<file path="config.mk">
export PLATFORM = sky130hd
export DESIGN_NAME = hscan_mode_ctrl
export DESIGN_NICKNAME = d
export VERILOG_FILES = /design/src/rtl/hscan_pkg.sv /design/src/rtl/hscan_wake_det.sv /design/src/rtl/hscan_mode_ctrl.sv
export VERILOG_INCLUDE_DIRS = /design/src /design/src/rtl
export SDC_FILE = /design/constraint.sdc
export NUM_CORES = 1
export LEC_CHECK = 0
export BUFFER_PORTS_ARGS = -buffer_cell sky130_fd_sc_hd__buf_2
export CORE_MARGIN = 3
export CORE_UTILIZATION = 60
export CTS_CLUSTER_SIZE = 16
export DETAILED_ROUTE_END_ITERATION = 10
export PLACE_DENSITY_LB_ADDON = 0.05
export RECOVER_POWER = 50
export SYNTH_ARGS = -nofsm -noshare
export SYNTH_HDL_FRONTEND = slang
export SYNTH_SLANG_ARGS = --single-unit
</file>
<file path="constraint.sdc">
create_clock -name i_clk -period 4.12 [get_ports i_clk]
set_input_delay 0.618 -clock i_clk [delete_from_list [all_inputs] [get_ports i_clk]]
set_output_delay 0.618 -clock i_clk [all_outputs]
set_load 0.05 [all_outputs]
</file>
<file path="src/rtl/hscan_defs.svh">
// constants for the high-speed can transceiver mode control block
// assumes a 50 MHz system clock and a synchronous active-low reset
//
// Function
// - power-up in off; off always selectable
// - off mode ignores and hides bus wakes
// - normal only in sup normal/init+dev
// - normal mode drives bus from tx input
// - enable delay before first dominant bit
// - early low suppressed; next dominant sent
// - receive modes show bus state on rx
// - receive-only: driver off, reception continues
// - receive-only only in sup normal/stop
// - bias to half supply in normal/rx-only
// - slope bypass bit disables edge shaping
// - mode chosen from written mode field
// - wake-capable mode detects bus wake message
// - field 01 is wake; field kept after wake
// - after wake rx held low until mode change
// - tx dominant timeout: driver off, fault set
`ifndef HSCAN_DEFS_SVH
`define HSCAN_DEFS_SVH

// =========================================================
// mode field encodings
`define HSCAN_FIELD_OFF     2'b00
`define HSCAN_FIELD_WAKE    2'b01
`define HSCAN_FIELD_NORMAL  2'b10
`define HSCAN_FIELD_RXONLY  2'b11

// =========================================================
// timing
`define HSCAN_CLK_MHZ       50
`define HSCAN_T_EN_NS       20000
`define HSCAN_EN_CYC        ((`HSCAN_T_EN_NS * `HSCAN_CLK_MHZ + 999) / 1000)
`define HSCAN_T_TXTO_US     2000
`define HSCAN_TXTO_CYC      (`HSCAN_T_TXTO_US * `HSCAN_CLK_MHZ)
`define HSCAN_T_WAKE_NS     1000
`define HSCAN_WAKE_CYC      ((`HSCAN_T_WAKE_NS * `HSCAN_CLK_MHZ + 999) / 1000)
`define HSCAN_T_WAKE2_US    1000
`define HSCAN_WAKE2_CYC     (`HSCAN_T_WAKE2_US * `HSCAN_CLK_MHZ)

`endif

</file>
<file path="src/rtl/hscan_pkg.sv">
// types shared by the transceiver mode control files
// assumes hscan_defs.svh supplies the numeric constants
package hscan_pkg;
   // =========================================================
   // supervisor modes
   typedef enum logic [2:0] {
      HSCAN_SUP_INIT,
      HSCAN_SUP_NORMAL,
      HSCAN_SUP_STOP,
      HSCAN_SUP_SLEEP,
      HSCAN_SUP_RESTART,
      HSCAN_SUP_FAILSAFE
   } hscan_sup_t;

   // effective transceiver modes
   typedef enum logic [1:0] {
      HSCAN_M_OFF,
      HSCAN_M_WAKE,
      HSCAN_M_NORMAL,
      HSCAN_M_RXONLY
   } hscan_mode_t;

   // analog stage controls
   typedef struct packed {
      logic drv_en;      // bus driver enabled
      logic dominant;    // drive dominant
      logic bias_half;   // bias to half supply
      logic slope_off;   // slope shaping bypass
   } hscan_drv_t;
endpackage : hscan_pkg

</file>
<file path="src/rtl/hscan_wake_det.sv">
// bus wake pattern detector: two dominant phases, short gap
// assumes a synchronised bus level, 1 = dominant
`timescale 1ns/10ps
`include "hscan_defs.svh"
module hscan_wake_det
#(
   parameter int DOM_CYC = `HSCAN_WAKE_CYC,
   parameter int GAP_CYC = `HSCAN_WAKE2_CYC
)
(
   // clock and reset
   input  wire logic i_clk,
   input  wire logic i_rst_n,
   // control
   input  wire logic i_arm,      // detector armed
   input  wire logic i_bus_dom,  // synchronised bus level
   // result
   output logic      o_wake      // one-cycle wake pulse
);
   import hscan_pkg::*;

   // =========================================================
   // counters and phase state
   logic [31:0] cnt_q;        // dominant or gap length
   logic [1:0]  phase_q;      // dominant phases seen

   // count current level length; phases advance on filtered dominant
   always_ff @(posedge i_clk)
   begin
      if (!i_rst_n || !i_arm)
      begin
         cnt_q   <= 32'h0000_0000;
         phase_q <= 2'b00;
      end
      else if (i_bus_dom)
      begin
         // first dominant cycle after a gap restarts the length count
         if (cnt_q[31])
            cnt_q <= 32'h0000_0001;
         else
         begin
            // filter: only count once per phase
            if (cnt_q == 32'(DOM_CYC - 1))
               phase_q <= (phase_q == 2'b10) ? 2'b10 : phase_q + 2'b01;
            // saturate below bit 31, which marks a gap count
            if (cnt_q != 32'h7FFF_FFFF)
               cnt_q <= cnt_q + 32'h0000_0001;
         end
      end
      else
      begin
         // a long recessive gap restarts the pattern
         if (cnt_q[31] == 1'b0 && phase_q != 2'b00)
            cnt_q <= 32'h8000_0000;
         else if (cnt_q[31])
         begin
            if (cnt_q[30:0] >= 31'(GAP_CYC))
               phase_q <= 2'b00;
            else
               cnt_q <= cnt_q + 32'h0000_0001;
         end
         else
            cnt_q <= 32'h0000_0000;
      end
   end

   // pulse when second filtered dominant phase completes
   assign o_wake = i_arm && i_bus_dom && phase_q == 2'b01
                   && cnt_q == 32'(DOM_CYC - 1);
endmodule : hscan_wake_det

</file>
<file path="src/rtl/hscan_mode_ctrl.sv">
// top of one high-speed can transceiver channel: mode control,
// enable delay, tx timeout, wake detection, rx output
// assumes tx input and bus level arrive from pins, unsynchronised
`timescale 1ns/10ps
`include "hscan_defs.svh"
module hscan_mode_ctrl
#(
   parameter int EN_CYC   = `HSCAN_EN_CYC,
   parameter int TXTO_CYC = `HSCAN_TXTO_CYC,
   parameter int WAKE_CYC = `HSCAN_WAKE_CYC,
   parameter int GAP_CYC  = `HSCAN_WAKE2_CYC
)
(
   // clock and reset
   input  wire logic              i_clk,
   input  wire logic              i_rst_n,
   // software control
   input  wire logic [1:0]        i_channel_mode_field,
   input  wire logic              i_field_we,
   input  wire logic              i_slope_bypass,
   input  wire logic              i_dev_mode,
   input  wire hscan_pkg::hscan_sup_t i_sup_mode,
   // controller side pins
   input  wire logic              i_tx_data_in,
   output logic                   o_rx_data_out,
   // bus side
   input  wire logic              i_bus_dom,
   output hscan_pkg::hscan_drv_t  o_drv,
   // status
   output logic [1:0]             o_channel_mode_field,
   output hscan_pkg::hscan_mode_t o_mode,
   output logic                   o_wake_flag,
   output logic                   o_fail_flag,
   input  wire logic              i_fail_clr
);
   import hscan_pkg::*;

   // =========================================================
   // pin synchronisers
   logic [1:0] tx_sync_q;    // tx input, bit 1 usable
   logic [1:0] bus_sync_q;   // bus level, bit 1 usable
   logic       tx_s;
   logic       bus_s;

   // two flops for each asynchronous pin
   always_ff @(posedge i_clk)
   begin
      if (!i_rst_n)
      begin
         tx_sync_q  <= 2'b11;
         bus_sync_q <= 2'b00;
      end
      else
      begin
         tx_sync_q  <= {tx_sync_q[0], i_tx_data_in};
         bus_sync_q <= {bus_sync_q[0], i_bus_dom};
      end
   end
   assign tx_s  = tx_sync_q[1];
   assign bus_s = bus_sync_q[1];

   // =========================================================
   // mode field storage
   logic [1:0]  field_q;     // software mode field
   hscan_mode_t mode_d;      // effective mode after gating
   hscan_mode_t mode_q;

   // field holds value even after a wake, only software writes it
   always_ff @(posedge i_clk)
   begin
      if (!i_rst_n)
         field_q <= `HSCAN_FIELD_OFF;
      else if (i_field_we)
         field_q <= i_channel_mode_field;
   end
   assign o_channel_mode_field = field_q;

   // =========================================================
   // supervisor gating; fallback keeps the channel listening
   // where possible so a wake is never silently missed
   always_comb
   begin
      mode_d = HSCAN_M_OFF;
      case (field_q)
         `HSCAN_FIELD_OFF:
            mode_d = HSCAN_M_OFF;
         `HSCAN_FIELD_WAKE:
            mode_d = HSCAN_M_WAKE;
         `HSCAN_FIELD_NORMAL:
         begin
            if (i_sup_mode == HSCAN_SUP_NORMAL ||
                (i_sup_mode == HSCAN_SUP_INIT && i_dev_mode))
               mode_d = HSCAN_M_NORMAL;
            else if (i_sup_mode == HSCAN_SUP_STOP)
               mode_d = HSCAN_M_RXONLY;
            else
               mode_d = HSCAN_M_WAKE;
         end
         default:
         begin
            if (i_sup_mode == HSCAN_SUP_NORMAL ||
                i_sup_mode == HSCAN_SUP_STOP)
               mode_d = HSCAN_M_RXONLY;
            else
               mode_d = HSCAN_M_WAKE;
         end
      endcase
   end

   // register the effective mode
   always_ff @(posedge i_clk)
   begin
      if (!i_rst_n)
         mode_q <= HSCAN_M_OFF;
      else
         mode_q <= mode_d;
   end
   assign o_mode = mode_q;

   // =========================================================
   // enable delay counter
   logic [31:0] en_cnt_q;    // cycles since normal entry
   logic        en_done;     // delay elapsed
   logic        armed_q;     // recessive seen after delay

   // restart on every entry into normal mode
   always_ff @(posedge i_clk)
   begin
      if (!i_rst_n || mode_q != HSCAN_M_NORMAL)
         en_cnt_q <= 32'h0000_0000;
      else if (!en_done)
         en_cnt_q <= en_cnt_q + 32'h0000_0001;
   end
   assign en_done = (en_cnt_q >= 32'(EN_CYC));

   // a low held over the delay end is suppressed until it rises
   always_ff @(posedge i_clk)
   begin
      if (!i_rst_n || mode_q != HSCAN_M_NORMAL)
         armed_q <= 1'b0;
      else if (en_done && tx_s)
         armed_q <= 1'b1;
   end

   // =========================================================
   // tx dominant timeout
   logic [31:0] to_cnt_q;    // dominant length
   logic        to_act_q;    // timeout active, driver off
   logic        fail_q;      // sticky fault flag

   // count dominant tx; release when tx goes recessive again
   always_ff @(posedge i_clk)
   begin
      if (!i_rst_n || mode_q != HSCAN_M_NORMAL || tx_s)
      begin
         to_cnt_q <= 32'h0000_0000;
         to_act_q <= 1'b0;
      end
      else if (armed_q)
      begin
         if (to_cnt_q >= 32'(TXTO_CYC))
            to_act_q <= 1'b1;
         else
            to_cnt_q <= to_cnt_q + 32'h0000_0001;
      end
   end

   // set wins over clear
   always_ff @(posedge i_clk)
   begin
      if (!i_rst_n)
         fail_q <= 1'b0;
      else if (to_act_q)
         fail_q <= 1'b1;
      else if (i_fail_clr)
         fail_q <= 1'b0;
   end
   assign o_fail_flag = fail_q;

   // =========================================================
   // wake detection
   logic wake_pulse;         // detector output
   logic wake_q;             // woken, rx held low
   logic wake_flag_q;        // sticky wake report

   hscan_wake_det #(
      .DOM_CYC (WAKE_CYC),
      .GAP_CYC (GAP_CYC)
   ) u_wake (
      .i_clk     (i_clk),
      .i_rst_n   (i_rst_n),
      .i_arm     (mode_q == HSCAN_M_WAKE && !wake_q),
      .i_bus_dom (bus_s),
      .o_wake    (wake_pulse)
   );

   // woken state lasts until the mode changes; off never reports
   always_ff @(posedge i_clk)
   begin
      if (!i_rst_n || mode_q != HSCAN_M_WAKE)
         wake_q <= 1'b0;
      else if (wake_pulse)
         wake_q <= 1'b1;
   end

   // report flag; set wins over clear
   always_ff @(posedge i_clk)
   begin
      if (!i_rst_n)
         wake_flag_q <= 1'b0;
      else if (wake_pulse)
         wake_flag_q <= 1'b1;
      else if (i_field_we)
         wake_flag_q <= 1'b0;
   end
   assign o_wake_flag = wake_flag_q;

   // =========================================================
   // outputs to bus stage and controller
   hscan_drv_t drv_q;
   logic       rx_q;

   always_ff @(posedge i_clk)
   begin
      if (!i_rst_n)
      begin
         drv_q <= '0;
         rx_q  <= 1'b1;
      end
      else
      begin
         // driver only in normal mode and outside timeout
         drv_q.drv_en    <= mode_q == HSCAN_M_NORMAL
                            && !to_act_q;
         drv_q.dominant  <= mode_q == HSCAN_M_NORMAL && armed_q
                            && !to_act_q && !tx_s;
         drv_q.bias_half <= mode_q == HSCAN_M_NORMAL
                            || mode_q == HSCAN_M_RXONLY;
         drv_q.slope_off <= i_slope_bypass;
         // rx shows bus in receive modes, low once woken
         if (mode_q == HSCAN_M_WAKE && (wake_q || wake_pulse))
            rx_q <= 1'b0;
         else if (mode_q == HSCAN_M_NORMAL
                  || mode_q == HSCAN_M_RXONLY)
            rx_q <= !bus_s;
         else
            rx_q <= 1'b1;
      end
   end
   assign o_drv         = drv_q;
   assign o_rx_data_out = rx_q;

   // =========================================================
   // assertions
   property p_off_reset;
      @(posedge i_clk) !i_rst_n |=> mode_q == HSCAN_M_OFF;
   endproperty
   a_off_reset: assert property (p_off_reset)
      else $error("mode not off after reset");

   property p_off_no_wake;
      @(posedge i_clk) disable iff (!i_rst_n)
      mode_q == HSCAN_M_OFF |-> !wake_pulse ##1 o_rx_data_out;
   endproperty
   a_off_no_wake: assert property (p_off_no_wake)
      else $error("wake seen in off mode");

   property p_normal_gate;
      @(posedge i_clk) disable iff (!i_rst_n)
      mode_q == HSCAN_M_NORMAL |-> $past(i_sup_mode)
         == HSCAN_SUP_NORMAL || ($past(i_sup_mode) == HSCAN_SUP_INIT
         && $past(i_dev_mode));
   endproperty
   a_normal_gate: assert property (p_normal_gate)
      else $error("normal mode in wrong supervisor mode");

   property p_no_early_dom;
      @(posedge i_clk) disable iff (!i_rst_n)
      mode_q == HSCAN_M_NORMAL && !en_done |=> !o_drv.dominant;
   endproperty
   a_no_early_dom: assert property (p_no_early_dom)
      else $error("dominant during enable delay");

   property p_rxonly_no_drv;
      @(posedge i_clk) disable iff (!i_rst_n)
      mode_q == HSCAN_M_RXONLY |=> !o_drv.drv_en && o_drv.bias_half;
   endproperty
   a_rxonly_no_drv: assert property (p_rxonly_no_drv)
      else $error("driver on in receive-only mode");

   property p_rx_follow;
      @(posedge i_clk) disable iff (!i_rst_n)
      mode_q == HSCAN_M_RXONLY |=> o_rx_data_out == !$past(bus_s);
   endproperty
   a_rx_follow: assert property (p_rx_follow)
      else $error("rx does not follow bus");

   property p_wake_hold;
      @(posedge i_clk) disable iff (!i_rst_n)
      wake_q && mode_q == HSCAN_M_WAKE |=> !o_rx_data_out;
   endproperty
   a_wake_hold: assert property (p_wake_hold)
      else $error("rx released while woken");

   property p_timeout_fail;
      @(posedge i_clk) disable iff (!i_rst_n)
      to_act_q |=> o_fail_flag && !o_drv.drv_en;
   endproperty
   a_timeout_fail: assert property (p_timeout_fail)
      else $error("timeout did not disable driver");

   c_normal_tx: cover property (@(posedge i_clk) o_drv.dominant);
   c_wake: cover property (@(posedge i_clk) wake_pulse);
   c_timeout: cover property (@(posedge i_clk) to_act_q);
endmodule : hscan_mode_ctrl

</file>
# Word-level counts from Yosys, hierarchy flattened
# Index checks and enable logic that the tools add are counted.
# op_classes
mux,23
reduce_logical,37
order_cmp,3
add_sub_neg,4
n_bitwise,2
n_eq_ne,18
# op_table
operator,n
32-bit 2-to-1 mux,6
"32-bit by 1-bit adder with 32-bit output, second input constant",3
"32-bit by 6-bit == test with 1-bit output, second input constant",1
"32-bit by 10-bit greater-or-equal comparator with 1-bit output, second input constant",1
"32-bit by 17-bit greater-or-equal comparator with 1-bit output, second input constant",1
"32-bit by 31-bit != test with 1-bit output, second input constant",1
"31-bit by 16-bit greater-or-equal comparator with 1-bit output, second input constant",1
2-bit 2-to-1 mux,10
1-bit logical AND,12
2-bit nonzero test,5
"2-bit == test, second input constant",4
1-bit logical OR,8
"2-bit by 1-bit == test with 1-bit output, second input constant",3
1-bit logical NOT,6
1-bit 2-to-1 mux,6
"2-bit != test, second input constant",3
2-bit case mux with 3 select lines,1
2-bit AND reduction,3
5-bit AND reduction,1
"2-bit by 1-bit != test with 1-bit output, second input constant",2
"4-bit != test, second input constant",1
"3-bit by 1-bit == test with 1-bit output, second input constant",1
"3-bit by 2-bit == test with 1-bit output, second input constant",1
3-bit logical NOT,1
4 further kinds,5
# word_totals
output_inout_bits,11
word_cells,106
regBits,116

# Longest topological paths before layout
# logic_depth
word_depth,8
ltp_mapped,9
depth_no_buf,8

# Modules after synthesis
# A second synthesis with hierarchy kept.
# hier_totals
cells_unflattened,584
area_unflattened_um2,5207.5
# modules_own_cells
mod,cells_per_inst,area_each_um2,n_inst,seq_area_each_um2
hscan_mode_ctrl,323,3108.0,1,1641.6
hscan_wake_det,261,2099.5,1,680.7

# Worst setup path after synthesis
# OpenSTA, ideal clock, no wires.
# synth_timing
kind,register -> register
from,register u_wake.cnt_q[11]
to,register u_wake.cnt_q[15]
synth_period_minus_slack_ps,2417
stages_incl_launch_ff,8
arrival_time_ps,2346
path_slack_ps,1703
required_ps,4049
setup_time_ps,71
path_cell_list,dfxtp_1 -> buf_2 -> or4_4 -> a221o_1 -> a211oi_4 -> o21ai_2 -> or4_1 -> a21oi_1
# synth_via
elab_chain_cells,5
# synth_rtl
element,line,text
start: declaration,hscan_wake_det.sv:24,logic [31:0] cnt_q;
start signal: assignment,hscan_wake_det.sv:47,cnt_q <= cnt_q + 32'h0000_0001;
start signal: assignment,hscan_wake_det.sv:60,cnt_q <= cnt_q + 32'h0000_0001;
32-bit by 1-bit adder with 32-bit output,"hscan_wake_det.sv:47, hscan_wake_det.sv:60",
32-bit 2-to-1 mux,hscan_wake_det.sv:57,if (cnt_q[30:0] >= 31'(GAP_CYC))
32-bit 2-to-1 mux,hscan_wake_det.sv:55,else if (cnt_q[31])
32-bit 2-to-1 mux,hscan_wake_det.sv:53,if (cnt_q[31] == 1'b0 && phase_q != 2'b00)
32-bit 2-to-1 mux,hscan_wake_det.sv:35,else if (i_bus_dom)
# Parallel ways exist; a longest one is shown, timed or not. The select of a mux whose other input is x is not followed.
# A chain may end at the register's enable or synchronous reset.

# Worst setup path after layout
# layout_timing
from,register to_cnt_q[11]
to,register to_cnt_q[8]
# layout_via
elab_chain_cells,3
# layout_rtl
element,line,text
start: declaration,hscan_mode_ctrl.sv:147,logic [31:0] to_cnt_q;
start signal: assignment,hscan_mode_ctrl.sv:164,to_cnt_q <= to_cnt_q + 32'h0000_0001;
32-bit by 17-bit greater-or-equal comparator with 1-bit output,hscan_mode_ctrl.sv:161,if (to_cnt_q >= 32'(TXTO_CYC))
1-bit inverter (no source line),--,
2-bit AND reduction (no source line),--,
# No other way between the ends.

==> reports/qor.yml <==
grt:
  grt_antenna_before_repair: 0
  maximum_number_of_pins_on_one_net_before_global_route_repair: 28
  gr-usage-all-layers: 0.233
  gr-total-overflow: 0
  grt_pass1_vias: 3760
  first_pass_grt_wire_length_um: 16700
sta:
  fmaxAchievable_ghz: 0.343
  timing.final.setup_violations: 0
  part_of_the_cycle_the_worst_path_needs: 0.709
  fin_skew_ns: 0.00852
  worstMarginPinSlew_ns: 1.13
  finalWorstPathRequiredPeriod_ns: 2.92
  maxSlewHeadroom: 0.247
  drv_slew: 0
  rsz0062_at_grt: "false"
  post-route-worst-setup-slack_ns: 1.20
  final.setup.tns_ns: 0
  timing_hold_violations_final: 0
clock_tree:
  clk_transition_reported_paths_ns: 0.06
  cts-root-to-sink-buffers: 2
  cts_hold_buffers: 0
  cts_inserted_buffers: 17
  clkSinkCount: 116
  postCtsSetupBuffers: 0
  post_cts_resized: 0
  clock-root-buffer: "sky130_fd_sc_hd__clkbuf_8"
  htreeDepth: 4
  tritoncts: "done"
  clkLatencyLatePin_ns: 0.51
logic_synthesis:
  synth_area_mm2: 0.00483
  synth-seq-area-share: 0.480
  synth_edf_count: 0
  asyncSetResetFlopFracSynth: 0
  mean_cell_area_of_the_mapped_netlist_um2: 8.88
  ys_dominant_reg_cell: "sky130_fd_sc_hd__dfxtp_1"
  synthDistinctLibCells: 45
  syn-instance-count: 544
  ys_seq_elements: 116
  yosys_warnings: 0
  syn_nets: 567
finish:
  flow.area_growth_from_synthesis_pct: 17.2
  layout.cells.most_common: "sky130_fd_sc_hd__dfxtp_1"
  antenna-diode-count: 0
  finalNetCount: 596
  final_cell_mix: "sky130_fd_sc_hd__dfxtp_1 (116), sky130_fd_sc_hd__nor2_1 (39), sky130_fd_sc_hd__nand2_1 (37), sky130_fd_sc_hd__a21oi_1 (37), sky130_fd_sc_hd__o21ai_0 (30)"
  layout_cells_sized_above_1: 0.0922
  stdcell_count: 688
  final_core_utilization: 0.729
die:
  placementRows: 32
  effective_utilization_at_floorplan: 0.622
  die-area_mm2: 0.00917
  num_io_pins: 24
  die_h_um: 95.8
  core-area_mm2: 0.00777
  dieWidth_um: 95.8
detailed_routing:
  ant_nets: 0
  viasPerCell: 5.77
  drt_wl_cell_um: 14.4
  drcViolationCount: 0
  drt-total-wl_um: 9920
  drt-pass1-iter-count: 5
  drt_iter0_drc: 137
  total_vias_in_the_final_route: 3969
setup_path:
  setup.reg_to_reg.worst_slack_ns: 1.20
  timing.critical_path.arrival_ns: 3.34
  critPathCaptureType: "flip-flop"
  start_kind: "flip-flop"
  timing.setup.critical_path_class: "reg -> reg"
  timing.critical_path.required_ns: 4.54
  cp_max_fo: 11
power_and_ir_drop:
  internal_power_mw: 2.19
  p_sw_uw: 568
  p_sw_frac: 0.206
  power.share.sequential: 0.411
  power_frac_comb: 0.012
  p_leak_nw: 1.91
  power.ir.vdd_worst_v: 0.000386
  pwr_total_mw: 2.75
  clock_power_share: 0.577
  power_density_mw_per_mm2: 486
place:
  port_buffers: 23
  dp_cells: 656
  dp_worst_setup_slack_ns: 1.31
  weighted_congestion_reported_at_the_end_of_routability_driven_placement: 0.800
  hpwl_um: 6340
flow_run:
  cap_violations: 0
worst_hold_path:
  hp-class: "in -> reg"
outcome:
  run_status: "finished clean"
cell usage after synthesis, drive strengths merged, types with 2 or more instances:
library cell / count / area [um^2]
dfxtp: 116 / 2320
and2: 43 / 269
nor2: 39 / 146
a21oi: 37 / 185
nand2: 37 / 139
o21ai: 31 / 159
or3: 28 / 175
nand3: 26 / 130
nand4: 21 / 131
nor4: 17 / 106
inv: 16 / 60.1
clkbuf: 15 / 56.3
xor2: 14 / 123
ha: 10 / 125
nor3: 10 / 50.1
and3: 9 / 56.3
o31ai: 8 / 60.1
or4: 8 / 63.8
nor2b: 7 / 43.8
nand2b: 6 / 37.5
o21a: 5 / 37.5
a211oi: 3 / 35.0
a21boi: 3 / 22.5
buf: 3 / 15.0
mux2i: 3 / 30.0
nand4b: 3 / 26.3
o211ai: 3 / 27.5
o21bai: 3 / 22.5
xnor2: 3 / 26.3
and4b: 2 / 20.0
nor3b: 2 / 15.0
nor4bb: 2 / 20.0
o2111ai: 2 / 17.5
o21ba: 2 / 20.0
worst max-delay path, cell delays in order, from the launching register on:
cell,delay [ns]
sky130_fd_sc_hd__dfxtp_1,0.34
sky130_fd_sc_hd__or4_1,0.54
sky130_fd_sc_hd__o211ai_1,0.74
sky130_fd_sc_hd__nand4_1,0.55
sky130_fd_sc_hd__or3_1,0.50
sky130_fd_sc_hd__a21oi_1,0.16
cell type report:
class,count,area [um^2]
well taps,102,128
clock inverters,15,229
inverters,16,60.1
clock buffers,17,414
multi-input cells,394,2380
fillers,578,2100
repair buffers,28,126
flip-flops and latches,116,2320
stage by stage:
stage | hold slack [ns] | cell area [um^2]
floorplan | 0.386 | 4830
global placement | 0.395 | 5050
detailed placement | 0.393 | 5050
CTS | 0.294 | 5690
global route | 0.285 | 5660
finish | 0.308 | 5660
flip-flops by register name, summed over array words and instances, names as in the netlist:
signal,flops
u_wake.phase_q,2
armed_q,1
o_fail_flag,1
u_wake.cnt_q,32
to_act_q,1
en_cnt_q,32
o_drv,4
wake_q,1
o_wake_flag,1
tx_sync_q,2
to_cnt_q,32
o_rx_data_out,1
o_channel_mode_field,2
o_mode,2
bus_sync_q,2
logic make-up (layout without fill, tap and decap cells):
kind of cell,count (synthesis),count (layout),share of synthesized area
XOR/XNOR,17,17,0.0308
AO/OA/AOI/OAI,100,100,0.127
flip-flops,116,116,0.480
adder cells (fa/ha/maj),10,10,0.0259
multiplexers,3,3,0.00621
AND/OR/NAND/NOR,264,264,0.303
buffers and inverters,34,76,0.0272
final timing paths:
check	cells after the start	end	start
max	5	to_cnt_q[8]	to_cnt_q[11]
max reg2reg	5	to_cnt_q[8]	to_cnt_q[11]
min reg2reg	1	tx_sync_q[1]	tx_sync_q[0]
min	2	tx_sync_q[0]	i_tx_data_in
power by group through the flow:
stage	sequential [mW]	clock [mW]	combinational [mW]
after floorplan	1.16	0	0.0132
after global placement	1.15	0	0.0336
after detailed placement	1.16	0	0.0344
after CTS	1.13	1.61	0.0346
after global routing	1.13	1.67	0.0363
final	1.13	1.59	0.0333
routing by layer:
layer,up-vias,part of all wire,global-route usage
li1,2003,-,-
met1,1866,0.47,0.290
met2,89,0.48,0.381
met3,11,0.039,0.0610
met4,0,0.0095,0.102
met5,-,0,0
(Power assumes the default switching activity.)
